--- src/pkg/ssp_pkg.sv ---
// constants shared by the serial port pin block
package ssp_pkg;
	localparam int unsigned NUM_PINS = 6;
	localparam int unsigned ADDR_W = 8;
	// pin indices
	localparam int unsigned PIN_CTRL_A = 0;
	localparam int unsigned PIN_CTRL_B = 1;
	localparam int unsigned PIN_FRAME = 2;
	localparam int unsigned PIN_CLOCK = 3;
	localparam int unsigned PIN_RX = 4;
	localparam int unsigned PIN_TX = 5;
	// register byte offsets
	localparam logic [ADDR_W-1:0] OFS_PORT_SEL = 8'h00;
	localparam logic [ADDR_W-1:0] OFS_PORT_DIR = 8'h04;
	localparam logic [ADDR_W-1:0] OFS_PORT_DATA = 8'h08;
	localparam logic [ADDR_W-1:0] OFS_SER_CFG = 8'h0c;
	localparam logic [ADDR_W-1:0] OFS_TX_DATA = 8'h10;
	localparam logic [ADDR_W-1:0] OFS_RX_DATA = 8'h14;
	localparam logic [ADDR_W-1:0] OFS_STATUS = 8'h18;
	// serial config fields
	localparam int unsigned CFG_ASYNC = 0;
	localparam int unsigned CFG_TX_EN = 1;
	localparam int unsigned CFG_RX_EN = 2;
	localparam int unsigned CFG_CLK_OUT = 3;
	localparam int unsigned CFG_FRAME_OUT = 4;
	localparam int unsigned CFG_A_OUT = 5;
	localparam int unsigned CFG_B_OUT = 6;
	localparam int unsigned CFG_A_TX = 7;
	localparam int unsigned CFG_B_TX = 8;
	localparam int unsigned CFG_FLAG0 = 9;
	localparam int unsigned CFG_FLAG1 = 10;
	localparam int unsigned CFG_FLAG_W = 11;
	localparam int unsigned CFG_DIV_LSB = 16;
	localparam int unsigned DIV_W = 8;
	// status fields
	localparam int unsigned ST_TX_FULL = 0;
	localparam int unsigned ST_RX_FULL = 1;
	localparam int unsigned ST_TX_BUSY = 2;
	localparam int unsigned ST_RX_BUSY = 3;
	localparam int unsigned ST_STOP = 4;
	localparam int unsigned ST_WAIT = 5;
	// reset values
	localparam logic [NUM_PINS-1:0] RST_PORT_SEL = 6'h00;
	localparam logic [NUM_PINS-1:0] RST_PORT_DIR = 6'h00;
	localparam logic [NUM_PINS-1:0] RST_PORT_DATA = 6'h00;
	localparam logic [CFG_FLAG_W-1:0] RST_SER_CFG = 11'h000;
	// half bit period in pclk cycles, at least three system phases
	localparam int unsigned DIV_MIN = 3;
	localparam logic [DIV_W-1:0] RST_DIV = 8'h04;
endpackage

--- src/pkg/ssp_sync_if.sv ---
// synchronised pin levels and link clock edges between sampler and port
`timescale 1ns/100ps
interface ssp_sync_if #(parameter int unsigned N = 6);
	logic [N-1:0] level;
	logic clk_rise;
	logic clk_fall;
	logic rxclk_rise;
	logic rxclk_fall;
	modport producer (output level, clk_rise, clk_fall, rxclk_rise, rxclk_fall);
	modport consumer (input level, clk_rise, clk_fall, rxclk_rise, rxclk_fall);
endinterface

--- src/rtl/ssp_pin_sampler.sv ---
// two-flop pin synchronisers with edge detection of the link clocks
`timescale 1ns/100ps
module ssp_pin_sampler #(
	parameter int unsigned N = 6
) (
	// clock and reset
	input wire logic pclk,
	input wire logic presetn,
	// raw pins
	input wire logic [N-1:0] pin_raw,
	input wire logic hold,
	// synchronised view
	ssp_sync_if.producer sync
);
	logic [N-1:0] meta_reg;
	logic [N-1:0] sync_reg;
	logic [N-1:0] last_reg;

	// only the second stage reads the first
	always_ff @(posedge pclk or negedge presetn) begin
		if (!presetn) begin
			meta_reg <= '0;
			sync_reg <= '0;
		end else begin
			meta_reg <= pin_raw;
			sync_reg <= meta_reg;
		end
	end

	// frozen while stopped so inputs are ignored
	always_ff @(posedge pclk or negedge presetn) begin
		if (!presetn) begin
			last_reg <= '0;
		end else if (!hold) begin
			last_reg <= sync_reg;
		end
	end

	// edges need three pclk phases per half period to be seen
	always_comb begin
		sync.level = last_reg;
		sync.clk_rise = !hold && sync_reg[ssp_pkg::PIN_CLOCK] && !last_reg[ssp_pkg::PIN_CLOCK];
		sync.clk_fall = !hold && !sync_reg[ssp_pkg::PIN_CLOCK] && last_reg[ssp_pkg::PIN_CLOCK];
		sync.rxclk_rise = !hold && sync_reg[ssp_pkg::PIN_CTRL_A] && !last_reg[ssp_pkg::PIN_CTRL_A];
		sync.rxclk_fall = !hold && !sync_reg[ssp_pkg::PIN_CTRL_A] && last_reg[ssp_pkg::PIN_CTRL_A];
	end
endmodule

--- src/rtl/ssp_port.sv ---
// serial port pin block: pin sharing, gpio, and a small shift engine
// Overview of operation
// - async mode: control pin a is the receive bit clock, in or out.
// - sync mode: control pin a is transmitter 1 output or flag 0.
// - control pin b: async receive frame sync; sync transmitter 2 or flag 1.
// - frame pin: shared frame sync in sync mode, transmit only in async.
// - frame pin as output drives internal frame; as input takes external frame.
// - bit clock pin clocks both directions in sync, transmit only in async.
// - receive pin is an input, its bits shift into the receive register.
// - transmit pin is driven while transmitting, carrying shifted-out bits.
// - after reset all pins are gpio inputs; selection moves each to serial.
// - in gpio mode pin direction follows its direction register bit.
// - stop: inputs ignored, outputs tri-stated.
// - wait state leaves pin states and functions unchanged.
`timescale 1ns/100ps
module ssp_port #(
	parameter int unsigned WORD_BITS = 8
) (
	// clock and reset
	input wire logic pclk,
	input wire logic presetn,
	// apb slave
	input wire logic psel,
	input wire logic penable,
	input wire logic pwrite,
	input wire logic [ssp_pkg::ADDR_W-1:0] paddr,
	input wire logic [31:0] pwdata,
	output logic [31:0] prdata,
	output logic pready,
	output logic pslverr,
	// power states
	input wire logic stop_mode,
	input wire logic wait_mode,
	// port pins
	input wire logic [ssp_pkg::NUM_PINS-1:0] pin_in,
	output logic [ssp_pkg::NUM_PINS-1:0] pin_out,
	output logic [ssp_pkg::NUM_PINS-1:0] pin_oe
);
	localparam int unsigned NP = ssp_pkg::NUM_PINS;
	localparam int unsigned CW = $clog2(WORD_BITS + 1);

	// shifter slices need at least two bits, read data holds at most 32
	if (WORD_BITS < 2 || WORD_BITS > 32) begin : g_bad_width
		$error("WORD_BITS must be 2 to 32");
	end

	ssp_sync_if #(.N(NP)) sync ();

	ssp_pin_sampler #(.N(NP)) u_sampler (
		.pclk(pclk),
		.presetn(presetn),
		.pin_raw(pin_in),
		.hold(stop_mode),
		.sync(sync)
	);

	logic [NP-1:0] sel_reg;
	logic [NP-1:0] dir_reg;
	logic [NP-1:0] gpio_out_reg;
	logic [ssp_pkg::CFG_FLAG_W-1:0] cfg_reg;
	logic [ssp_pkg::DIV_W-1:0] div_reg;
	logic [WORD_BITS-1:0] tx_data_reg;
	logic [WORD_BITS-1:0] tx_shift_reg;
	logic [WORD_BITS-1:0] rx_shift_reg;
	logic [WORD_BITS-1:0] rx_data_reg;
	logic [CW-1:0] tx_cnt_reg;
	logic [CW-1:0] rx_cnt_reg;
	logic tx_full_reg;
	logic tx_busy_reg;
	logic rx_full_reg;
	logic rx_busy_reg;
	logic frame_int_reg;
	logic clk_int_reg;
	logic [ssp_pkg::DIV_W-1:0] div_cnt_reg;
	logic [31:0] prdata_reg;

	function automatic logic hit(input logic [ssp_pkg::ADDR_W-1:0] a, input logic [ssp_pkg::ADDR_W-1:0] ofs);
		hit = (a == ofs);
	endfunction

	logic setup;
	logic access;
	logic wr;
	logic rd;
	logic mapped;
	assign setup = psel && !penable;
	assign access = psel && penable;
	assign wr = access && pwrite;
	assign rd = access && !pwrite;
	assign mapped = hit(paddr, ssp_pkg::OFS_PORT_SEL) || hit(paddr, ssp_pkg::OFS_PORT_DIR)
		|| hit(paddr, ssp_pkg::OFS_PORT_DATA) || hit(paddr, ssp_pkg::OFS_SER_CFG)
		|| hit(paddr, ssp_pkg::OFS_TX_DATA) || hit(paddr, ssp_pkg::OFS_RX_DATA)
		|| hit(paddr, ssp_pkg::OFS_STATUS);
	assign pready = 1'b1;
	assign pslverr = access && !mapped;
	assign prdata = prdata_reg;

	logic async_mode;
	logic run;
	assign async_mode = cfg_reg[ssp_pkg::CFG_ASYNC];
	assign run = !stop_mode && (cfg_reg[ssp_pkg::CFG_TX_EN] || cfg_reg[ssp_pkg::CFG_RX_EN]);

	// per-pin selection and direction, all gpio inputs after reset
	always_ff @(posedge pclk or negedge presetn) begin
		if (!presetn) begin
			sel_reg <= ssp_pkg::RST_PORT_SEL;
			dir_reg <= ssp_pkg::RST_PORT_DIR;
			gpio_out_reg <= ssp_pkg::RST_PORT_DATA;
		end else if (wr) begin
			if (hit(paddr, ssp_pkg::OFS_PORT_SEL)) begin
				sel_reg <= pwdata[NP-1:0];
			end
			if (hit(paddr, ssp_pkg::OFS_PORT_DIR)) begin
				dir_reg <= pwdata[NP-1:0];
			end
			if (hit(paddr, ssp_pkg::OFS_PORT_DATA)) begin
				gpio_out_reg <= pwdata[NP-1:0];
			end
		end
	end

	// divider below the minimum is clamped so the pin clock stays legal
	always_ff @(posedge pclk or negedge presetn) begin
		if (!presetn) begin
			cfg_reg <= ssp_pkg::RST_SER_CFG;
			div_reg <= ssp_pkg::RST_DIV;
		end else if (wr && hit(paddr, ssp_pkg::OFS_SER_CFG)) begin
			cfg_reg <= pwdata[ssp_pkg::CFG_FLAG_W-1:0];
			if (pwdata[ssp_pkg::CFG_DIV_LSB +: ssp_pkg::DIV_W] < ssp_pkg::DIV_W'(ssp_pkg::DIV_MIN)) begin
				div_reg <= ssp_pkg::DIV_W'(ssp_pkg::DIV_MIN);
			end else begin
				div_reg <= pwdata[ssp_pkg::CFG_DIV_LSB +: ssp_pkg::DIV_W];
			end
		end
	end

	// internal bit clock from a pclk divider enable
	logic tick;
	assign tick = run && (div_cnt_reg == div_reg - 8'h01);
	always_ff @(posedge pclk or negedge presetn) begin
		if (!presetn) begin
			div_cnt_reg <= '0;
			clk_int_reg <= 1'b0;
		end else if (!run) begin
			div_cnt_reg <= '0;
		end else if (tick) begin
			div_cnt_reg <= '0;
			clk_int_reg <= !clk_int_reg;
		end else begin
			div_cnt_reg <= div_cnt_reg + 8'h01;
		end
	end

	// clock and frame sources
	logic int_rise;
	logic int_fall;
	logic tx_rise;
	logic rx_fall;
	logic tx_frame;
	logic rx_frame;
	logic rx_bit;
	logic tx_start;
	assign int_rise = tick && !clk_int_reg;
	assign int_fall = tick && clk_int_reg;
	assign tx_rise = cfg_reg[ssp_pkg::CFG_CLK_OUT] ? int_rise : sync.clk_rise;
	always_comb begin
		if (async_mode) begin
			rx_fall = cfg_reg[ssp_pkg::CFG_A_OUT] ? int_fall : sync.rxclk_fall;
			rx_frame = cfg_reg[ssp_pkg::CFG_B_OUT] ? frame_int_reg : sync.level[ssp_pkg::PIN_CTRL_B];
		end else begin
			rx_fall = cfg_reg[ssp_pkg::CFG_CLK_OUT] ? int_fall : sync.clk_fall;
			rx_frame = cfg_reg[ssp_pkg::CFG_FRAME_OUT] ? frame_int_reg : sync.level[ssp_pkg::PIN_FRAME];
		end
	end
	assign tx_frame = cfg_reg[ssp_pkg::CFG_FRAME_OUT] || sync.level[ssp_pkg::PIN_FRAME];
	assign rx_bit = sync.level[ssp_pkg::PIN_RX];
	assign tx_start = tx_rise && cfg_reg[ssp_pkg::CFG_TX_EN] && tx_full_reg && !tx_busy_reg && tx_frame;

	// transmit holding register: a new write wins over the load
	always_ff @(posedge pclk or negedge presetn) begin
		if (!presetn) begin
			tx_full_reg <= 1'b0;
			tx_data_reg <= '0;
		end else if (wr && hit(paddr, ssp_pkg::OFS_TX_DATA)) begin
			tx_full_reg <= 1'b1;
			tx_data_reg <= pwdata[WORD_BITS-1:0];
		end else if (tx_start) begin
			tx_full_reg <= 1'b0;
		end
	end

	// transmit shifter, msb first, frame high for the first bit
	always_ff @(posedge pclk or negedge presetn) begin
		if (!presetn) begin
			tx_busy_reg <= 1'b0;
			tx_shift_reg <= '0;
			tx_cnt_reg <= '0;
			frame_int_reg <= 1'b0;
		end else if (tx_rise) begin
			frame_int_reg <= tx_start;
			if (tx_start) begin
				tx_busy_reg <= 1'b1;
				tx_shift_reg <= tx_data_reg;
				tx_cnt_reg <= CW'(WORD_BITS - 1);
			end else if (tx_busy_reg) begin
				tx_shift_reg <= {tx_shift_reg[WORD_BITS-2:0], 1'b0};
				if (tx_cnt_reg == '0) begin
					tx_busy_reg <= 1'b0;
				end else begin
					tx_cnt_reg <= tx_cnt_reg - CW'(1);
				end
			end
		end
	end

	// receive shifter samples on the falling edge
	logic rx_done;
	assign rx_done = rx_fall && rx_busy_reg && (rx_cnt_reg == CW'(WORD_BITS - 1));
	always_ff @(posedge pclk or negedge presetn) begin
		if (!presetn) begin
			rx_busy_reg <= 1'b0;
			rx_shift_reg <= '0;
			rx_cnt_reg <= '0;
			rx_data_reg <= '0;
		end else if (rx_fall && cfg_reg[ssp_pkg::CFG_RX_EN]) begin
			rx_shift_reg <= {rx_shift_reg[WORD_BITS-2:0], rx_bit};
			if (!rx_busy_reg && rx_frame) begin
				rx_busy_reg <= 1'b1;
				rx_cnt_reg <= CW'(1);
			end else if (rx_done) begin
				rx_busy_reg <= 1'b0;
				rx_data_reg <= {rx_shift_reg[WORD_BITS-2:0], rx_bit};
			end else if (rx_busy_reg) begin
				rx_cnt_reg <= rx_cnt_reg + CW'(1);
			end
		end
	end

	// word arrival beats a read in the same cycle
	always_ff @(posedge pclk or negedge presetn) begin
		if (!presetn) begin
			rx_full_reg <= 1'b0;
		end else if (rx_done && cfg_reg[ssp_pkg::CFG_RX_EN]) begin
			rx_full_reg <= 1'b1;
		end else if (rd && hit(paddr, ssp_pkg::OFS_RX_DATA)) begin
			rx_full_reg <= 1'b0;
		end
	end

	// read data captured in the setup cycle
	always_ff @(posedge pclk or negedge presetn) begin
		if (!presetn) begin
			prdata_reg <= '0;
		end else if (setup) begin
			prdata_reg <= '0;
			unique case (1'b1)
				hit(paddr, ssp_pkg::OFS_PORT_SEL): prdata_reg[NP-1:0] <= sel_reg;
				hit(paddr, ssp_pkg::OFS_PORT_DIR): prdata_reg[NP-1:0] <= dir_reg;
				hit(paddr, ssp_pkg::OFS_PORT_DATA): prdata_reg[NP-1:0] <= sync.level;
				hit(paddr, ssp_pkg::OFS_SER_CFG): begin
					prdata_reg[ssp_pkg::CFG_FLAG_W-1:0] <= cfg_reg;
					prdata_reg[ssp_pkg::CFG_DIV_LSB +: ssp_pkg::DIV_W] <= div_reg;
				end
				hit(paddr, ssp_pkg::OFS_TX_DATA): prdata_reg[WORD_BITS-1:0] <= tx_data_reg;
				hit(paddr, ssp_pkg::OFS_RX_DATA): prdata_reg[WORD_BITS-1:0] <= rx_data_reg;
				hit(paddr, ssp_pkg::OFS_STATUS): begin
					prdata_reg[ssp_pkg::ST_TX_FULL] <= tx_full_reg;
					prdata_reg[ssp_pkg::ST_RX_FULL] <= rx_full_reg;
					prdata_reg[ssp_pkg::ST_TX_BUSY] <= tx_busy_reg;
					prdata_reg[ssp_pkg::ST_RX_BUSY] <= rx_busy_reg;
					prdata_reg[ssp_pkg::ST_STOP] <= stop_mode;
					prdata_reg[ssp_pkg::ST_WAIT] <= wait_mode;
				end
				default: prdata_reg <= '0;
			endcase
		end
	end

	// pin mux; wait is only reported, it never gates a pin
	logic tx_bit;
	logic [NP-1:0] ser_out;
	logic [NP-1:0] ser_oe;
	assign tx_bit = tx_shift_reg[WORD_BITS-1];
	always_comb begin
		ser_out = '0;
		ser_oe = '0;
		if (async_mode) begin
			ser_out[ssp_pkg::PIN_CTRL_A] = clk_int_reg;
			ser_oe[ssp_pkg::PIN_CTRL_A] = cfg_reg[ssp_pkg::CFG_A_OUT];
			ser_out[ssp_pkg::PIN_CTRL_B] = frame_int_reg;
			ser_oe[ssp_pkg::PIN_CTRL_B] = cfg_reg[ssp_pkg::CFG_B_OUT];
		end else begin
			ser_out[ssp_pkg::PIN_CTRL_A] = cfg_reg[ssp_pkg::CFG_A_TX] ? tx_bit : cfg_reg[ssp_pkg::CFG_FLAG0];
			ser_oe[ssp_pkg::PIN_CTRL_A] = 1'b1;
			ser_out[ssp_pkg::PIN_CTRL_B] = cfg_reg[ssp_pkg::CFG_B_TX] ? tx_bit : cfg_reg[ssp_pkg::CFG_FLAG1];
			ser_oe[ssp_pkg::PIN_CTRL_B] = 1'b1;
		end
		ser_out[ssp_pkg::PIN_FRAME] = frame_int_reg;
		ser_oe[ssp_pkg::PIN_FRAME] = cfg_reg[ssp_pkg::CFG_FRAME_OUT];
		ser_out[ssp_pkg::PIN_CLOCK] = clk_int_reg;
		ser_oe[ssp_pkg::PIN_CLOCK] = cfg_reg[ssp_pkg::CFG_CLK_OUT];
		ser_out[ssp_pkg::PIN_TX] = tx_bit;
		ser_oe[ssp_pkg::PIN_TX] = tx_busy_reg;
	end

	genvar gi;
	generate
		for (gi = 0; gi < NP; gi++) begin : g_pin
			assign pin_out[gi] = sel_reg[gi] ? ser_out[gi] : gpio_out_reg[gi];
			assign pin_oe[gi] = !stop_mode && (sel_reg[gi] ? ser_oe[gi] : dir_reg[gi]);
		end
	endgenerate
endmodule

--- config.mk ---
export PLATFORM = sky130hd
export DESIGN_NAME = ssp_port
export DESIGN_NICKNAME = d
export VERILOG_FILES = /design/src/pkg/ssp_pkg.sv /design/src/pkg/ssp_sync_if.sv /design/src/rtl/ssp_pin_sampler.sv /design/src/rtl/ssp_port.sv
export SDC_FILE = /design/constraint.sdc
export NUM_CORES = 1
export LEC_CHECK = 0
export BUFFER_PORTS_ARGS = -buffer_cell sky130_fd_sc_hd__buf_2
export CAP_MARGIN = 15
export CORE_MARGIN = 2
export CORE_UTILIZATION = 59
export CTS_BUF_LIST = sky130_fd_sc_hd__clkbuf_4
export DETAILED_ROUTE_END_ITERATION = 8
export PLACE_DENSITY_LB_ADDON = 0.15
export SYNTH_ARGS = -nofsm -noshare
export SYNTH_HDL_FRONTEND = slang
export SYNTH_SLANG_ARGS = --single-unit
--- constraint.sdc ---
create_clock -name pclk -period 3.8 [get_ports pclk]
set_input_delay 0.19 -clock pclk [delete_from_list [all_inputs] [get_ports pclk]]
set_output_delay 0.19 -clock pclk [all_outputs]
set_load 0.05 [all_outputs]
==> impl_metrics.tcl, run 1 <==
set metrics [dict create \
    synth.area.top_cells "dfrtp_1 (52%), mux2_2 (13%), nand2_1 (2.4%), a22o_1 (2.3%), nor2_1 (2.2%)" \
    leakagePower_nw 3.46 \
    drive_above_1_share_pct 29.0 \
    pin_count 99 \
    rsz0062_at_grt "no" \
    wirelength_mm 14.0 \
    worst-setup-path-type "flop to flop" \
    grt-ovfl-total 0 \
    htreeDepth 4 \
    p_comb_share_pct 8.9 \
    largest_reg_flops 19 \
    clockBufferDepth 2 \
    yosysWarningCount 0 \
    post-route-period-util_pct 85.5 \
    insertion_delay_ps 540 \
    cts-root-buf "clkbuf_4" \
    ys.flop_type "dfrtp_1" \
    critPathTopFamily "compound AO/OA/AOI/OAI gates" \
    fmax_mhz 308 \
    hold_class "primary input to flop" \
    viasPerCell 5.85 \
    die_area_um2 11200 \
    async_reset_ff_share_pct 100 \
    hpwl_mm 9.50 \
    diodes 0 \
    critPathCaptureType "flop" \
    start_util_pct 60.0 \
    path_cells "nor3_1 > a21boi_0 > o32a_1 > a21oi_1 > o21a_1 > o21bai_1 > a221o_1" \
    cts_tree "yes" \
    clock_skew_ps 16.0 \
    drv_cap 0 \
    synth_top_area_share_pct 51.6 \
    r2r_slack_ps 550 \
    cts_buffers 17 \
    worst_pin_slew_ps 1080 \
    die_h_um 106 \
    cts_resized 0 \
    cp-start-kind "flop" \
    final_net_count 686 \
    wl_per_cell_um 18.0 \
    grt_max_degree 75 \
    drc 0 \
    syn_area_per_cell_um2 11.4 \
    routabilityCongestion 0.875 \
    outcome "finished, final reports clean" \
    synth.distinct_cells 60 \
    setup_viol 0 \
    area_growth_pct 16.7 \
    fp.coreArea_um2 10200 \
    final_util_pct 70.0 \
    slew_violations 0 \
    syn_area_um2 6110 \
    p_sw_share_pct 24.0 \
    arrival_ps 3680 \
    drt_iter0_markers 264 \
    rows 37 \
    cts.sinks 127 \
    cp.required_ps 4230 \
    vias 4548 \
    peakVddDrop_mv 0.328 \
    pwr-share-seq_pct 50.7 \
    synth-seq-cells 127 \
    hold_viol_final 0 \
    cp_num_buf_inv 0 \
    die_width_um 106 \
    grt_pass1_vias 4492 \
    crit_fanout 27 \
    antenna_found_initial 0 \
    grtUsageTotal_pct 27.0 \
    syn_inst 536 \
    clk_pin_slew_ps 110 \
    p_per_area_nw_per_um2 400 \
    drtAntennaViolNets 0 \
    grt_first_pass_wirelength_mm 23.0 \
    p_switching_mw 0.686 \
    ys_seq_area_share_pct 52.0 \
    slowest_stage "o21a_1" \
    p_int_mw 2.17 \
    min_period_ps 3250 \
    portBuffers 71 \
    synth_edf_count 0 \
    slew_headroom_pct 27.7 \
    pwr-share-clk_pct 40.4 \
    slowest_delay_ps 790 \
    yosys.area.top_type "dfrtp_1" \
    setup_tns_ps 0 \
    drt_first_pass_iters 5 \
]
## metal layers
layer / share of wire, % / GRT usage [%] / vias to the layer above
met5: 0 / 0 / -
met4: 1.9 / 9.68 / 0
met3: 5.1 / 6.49 / 23
met2: 47 / 42.4 / 132
met1: 46 / 36.9 / 2308
li1: - / - / 2085
## worst min-delay path, delay by kind of cell
| family | cells | cell delay (ps) |
|---|---|---|
| buf+inv | 1 | 230 |
| simple gates | 2 | 160 |
## final cells by class
type                    count  area, µm²
repair buffers            104        673
flip-flops and latches    127       3180
clock buffers              19        143
fillers                   769       3060
inverters                  11       41.3
well taps                 136        170
multi-input cells         368       2710
clock inverters            13        218
## placed cells by master (no fill, tap or decap), types with 13 or more instances in the layout
cell,synthesis,routed
nand3_1,22,22
dlygate4sd3_1,0,27
conb_1,2,14
clkbuf_4,0,19
a22o_1,16,16
a21oi_1,19,19
nand2_1,39,39
dfrtp_1,126,126
buf_2,6,70
mux2_2,68,68
o21ai_0,19,19
mux2i_1,13,13
nor2_1,36,36
## metrics by stage
| stage | power (mW) | instance area, µm² | setup slack, ps | std cells | hold WS (ps) |
|---|---|---|---|---|---|
| floorplan | 1.62 | 6160 | 943 | 548 | -106 |
| global placement | 1.69 | 6500 | 700 | 719 | 300 |
| detailed placement | 1.70 | 6500 | 611 | 719 | 300 |
| CTS | 2.87 | 7130 | 560 | 778 | 26.7 |
| global route | 2.97 | 7130 | 341 | 778 | 48.4 |
| finish | 2.85 | 7130 | 549 | 778 | 77.1 |
## path summary, 6_finish.rpt
check                                            from                      end  cells after the start
worst min-delay path                        stop_mode  u_sampler.sync.level[3]                      3
max in group asynchronous                     presetn          gpio_out_reg[4]                      3
worst max-delay path                       div_reg[3]            tx_cnt_reg[2]                      7
worst max register to register             div_reg[3]            tx_cnt_reg[2]                      7
worst min register to register  u_sampler.meta_reg[4]    u_sampler.sync_reg[4]                      0
min in group asynchronous                     presetn                prdata[8]                      2
## power by group through the flow
stage / Clock (mW) / Combinational (mW) / Sequential (mW)
finish: 1.15 / 0.254 / 1.45
global route: 1.24 / 0.279 / 1.45
CTS: 1.17 / 0.255 / 1.45
detailed placement: 0 / 0.233 / 1.47
global placement: 0 / 0.225 / 1.47
floorplan: 0 / 0.166 / 1.45
## cell families (layout without fill, tap and decap cells)
kind of cell	count (synthesis)	in the layout	synth area share, %
AND/OR/NAND/NOR	156	156	13.0
AO/OA/AOI/OAI	93	93	10.9
adder cells (fa/ha/maj)	4	4	0.819
XOR/XNOR	15	15	2.15
flip-flops	127	127	52.0
other	2	14	0.123
multiplexers	86	86	16.5
buffers and inverters	53	147	4.55
## cells in the mapped netlist, drive strengths merged (3+ instances only)
| cell type | number |
|---|---|
| a211o | 8 |
| a21oi | 19 |
| a22o | 16 |
| a22oi | 3 |
| and3 | 12 |
| buf | 28 |
| clkbuf | 14 |
| dfrtp | 126 |
| ha | 4 |
| inv | 10 |
| mux2 | 68 |
| mux2i | 13 |
| mux4 | 5 |
| nand2 | 39 |
| nand2b | 6 |
| nand3 | 22 |
| nor2 | 36 |
| nor2b | 7 |
| nor3 | 8 |
| nor3b | 6 |
| o211ai | 4 |
| o21ai | 19 |
| o22a | 3 |
| or3 | 3 |
| or4 | 3 |
| xnor2 | 7 |
| xor2 | 8 |
## repair_timing
item,4_1_cts,5_1_grt
hold buffers,27,0
setup buffers,0,0
endpoints found under the hold margin,123,0
endpoints found under the setup margin,0,0
(Power assumes the default switching activity.)
==> run 2, diff against run 1 <==
Settings changed: ABC_AREA set to 1.
==> run 2 against run 1 <==
Die area rose by 0.69%. Synthesized cell count rose by 40%. Sequential share of layout area barely moved. Via count rose by 16%. Utilization fell by 0.29 points. Non-clock buffer count did not move. Largest power group unchanged. First-iteration DRC count rose by 54%. Setup slack improved by 770 ps. Cell count rose by 28%. Total power fell by 6.4%. Clock power fell by 16%.
==> impl_metrics.tcl, run 2 <==
set metrics [dict create \
    drtAntennaViolNets 0 \
    viasPerCell 5.30 \
    regArea_um2 3180 \
    grtUsageTotal_pct 29.7 \
    leakagePower_nw 3.77 \
    pwr-share-seq_pct 53.8 \
    clock_skew_ps 14.6 \
    die_width_um 106 \
    outcome "finished, final reports clean" \
    final_cell_mix "nand2_1 (246), dfrtp_1 (126), o21ai_0 (74)" \
    critPathCaptureType "flop" \
    worst-setup-path-type "flop to flop" \
    start_util_pct 60.2 \
    hold_viol_final 0 \
    cp.required_ps 4240 \
    drv_cap 0 \
    vias 5296 \
    syn_area_per_cell_um2 8.22 \
    slowest_delay_ps 440 \
    largest_reg_flops 19 \
    critPathTopFamily "simple AND/OR/NAND/NOR gates" \
    cp-start-kind "flop" \
    pwr-share-clk_pct 36.3 \
    yosys.area.top_type "dfrtp_1" \
    drc 0 \
    p_comb_share_pct 9.8 \
    clk_pin_slew_ps 100 \
    drt_first_pass_iters 5 \
    slowest_stage "dfrtp_1" \
    fill_cells 855 \
    crit_fanout 15 \
    final_common_cell "nand2_1" \
    rows 37 \
    final_util_pct 69.7 \
    yosysWarningCount 0 \
    grt_first_pass_wirelength_mm 25.6 \
    hold_class "primary input to flop" \
    portBuffers 71 \
    design_area_um2 7130 \
    multiInputGateArea_um2 2520 \
    synth-seq-cells 127 \
    cp_common_cell "nand2_1" \
    post-route-period-util_pct 65.3 \
    synth_top_area_share_pct 51.2 \
    htreeDepth 4 \
    slew_headroom_pct 34.6 \
    syn_inst 749 \
    cts_buffers 17 \
    setup_tns_ps 0 \
    area_growth_pct 15.9 \
    die_area_um2 11300 \
    fp.coreArea_um2 10200 \
    die_h_um 106 \
    routabilityCongestion 0.899 \
    drt_iter0_markers 407 \
    final_net_count 907 \
    peakVddDrop_mv 0.344 \
    wirelength_mm 15.2 \
    synthTopCellsByCount "nand2_1 (246), dfrtp_1 (126), o21ai_0 (74), inv_1 (73), nor2_1 (46)" \
    min_period_ps 2480 \
    syn_area_um2 6150 \
    setup_viol 0 \
    clockBufferDepth 2 \
    async_reset_ff_share_pct 100 \
    synth_most_common_cell "nand2_1" \
    ys.flop_type "dfrtp_1" \
    synth_edf_count 0 \
    cts.sinks 127 \
    insertion_delay_ps 550 \
    cts-root-buf "clkbuf_4" \
    p_sw_share_pct 25.9 \
    worst_pin_slew_ps 981 \
    pin_count 99 \
    p_int_mw 1.98 \
    rsz0062_at_grt "no" \
    ys_seq_area_share_pct 51.7 \
    wl_per_cell_um 15.2 \
    postPlaceCellArea_um2 6560 \
    cts_tree "yes" \
    fmax_mhz 403 \
    path_cells "inv_2 > ha_1 > inv_2 > nand2_1 > nand2_1 > nand2_1 > nand2_1 > nor2_1 > nand2_1 > nor2_4 > nand4_1 > nand2_2 > nand4_1 > nand2_1 > nand2_1" \
    synth.distinct_cells 47 \
    grt_pass1_vias 5306 \
    cp_num_buf_inv 2 \
    slew_violations 0 \
    drive_above_1_share_pct 15.6 \
    synth.area.top_cells "dfrtp_1 (51%), nand2_1 (15%), o21ai_0 (6.0%), inv_1 (4.5%), nor2_1 (2.8%)" \
    p_per_area_nw_per_um2 375 \
    diodes 0 \
    arrival_ps 2920 \
    p_switching_mw 0.692 \
    antenna_found_initial 0 \
    hpwl_mm 10.9 \
    grt-ovfl-total 0 \
    grt_max_degree 81 \
]
## run 2: area by class of cell
| type | count | share of cell area [%] |
|---|---|---|
| Clock inverter | 8 | 1.60 |
| Clock buffer | 24 | 2.53 |
| Inverter | 79 | 4.16 |
| Timing Repair Buffer | 104 | 9.47 |
| Multi-Input combinational cell | 521 | 35.3 |
| Tap cell | 136 | 2.39 |
| Sequential cell | 127 | 44.6 |
## run 2: cell families (layout without fill, tap and decap cells)
group | after synthesis | count (layout) | synth area share (%)
simple gates | 362 | 362 | 25.5
compound gates | 128 | 128 | 11.8
flops | 127 | 127 | 51.7
buf+inv | 113 | 215 | 8.19
xor+xnor | 11 | 11 | 1.57
fa+ha+maj | 4 | 4 | 0.813
other cells | 2 | 14 | 0.122
mux | 2 | 2 | 0.366
## run 2: power groups by stage
stage,combinational (mW),sequential (mW),clock (mW)
after floorplan,0.162,1.46,0
after global placement,0.233,1.46,0
after detailed placement,0.239,1.46,0
after CTS,0.262,1.44,0.988
after global routing,0.294,1.44,1.05
final,0.263,1.44,0.971
## run 2: per-layer routing
metal  share of wire, %  vias up  track usage (%)  routed length, µm
li1                   -     2606                -                  -
met1                 44     2485             39.8               6750
met2                 48      178             48.1               7250
met3                5.9       27             6.01                897
met4                1.8        0             11.0                276
met5                  0        -                0                  0
## run 2: path summary, 6_finish.rpt
path	start	endpoint	slack, ps	depth (start not counted)
worst max register to register	div_reg[0]	rx_cnt_reg[0]	1320	15
worst min-delay path	penable	rx_full_reg	90	4
worst min register to register	u_sampler.meta_reg[3]	u_sampler.sync_reg[3]	350	0
min in group asynchronous	presetn	prdata[20]	320	2
worst max-delay path	div_reg[0]	rx_cnt_reg[0]	1320	15
max in group asynchronous	presetn	rx_data_reg[7]	2530	3
## run 2: metrics by stage
step	setup WS, ps	hold WS, ps	instances	power, mW
after floorplan	1860	-106	761	1.62
after global placement	1510	298	939	1.69
after detailed placement	1410	299	939	1.70
after CTS	1380	74.3	999	2.69
after global routing	1080	119	999	2.79
final	1320	93.6	999	2.67
## run 2: tightest hold or removal path, cell delays in order
cell and delay [ps]:
buf_2 130, nand2_1 110, nor3_1 60, o21ai_0 120
## run 2: timing repair
action                                  4_1_cts  5_1_grt
endpoints found under the setup margin        0        0
hold endpoints to repair                    131        0
resized for setup                             0        0
setup buffers                                 0        0
hold buffers                                 28        0
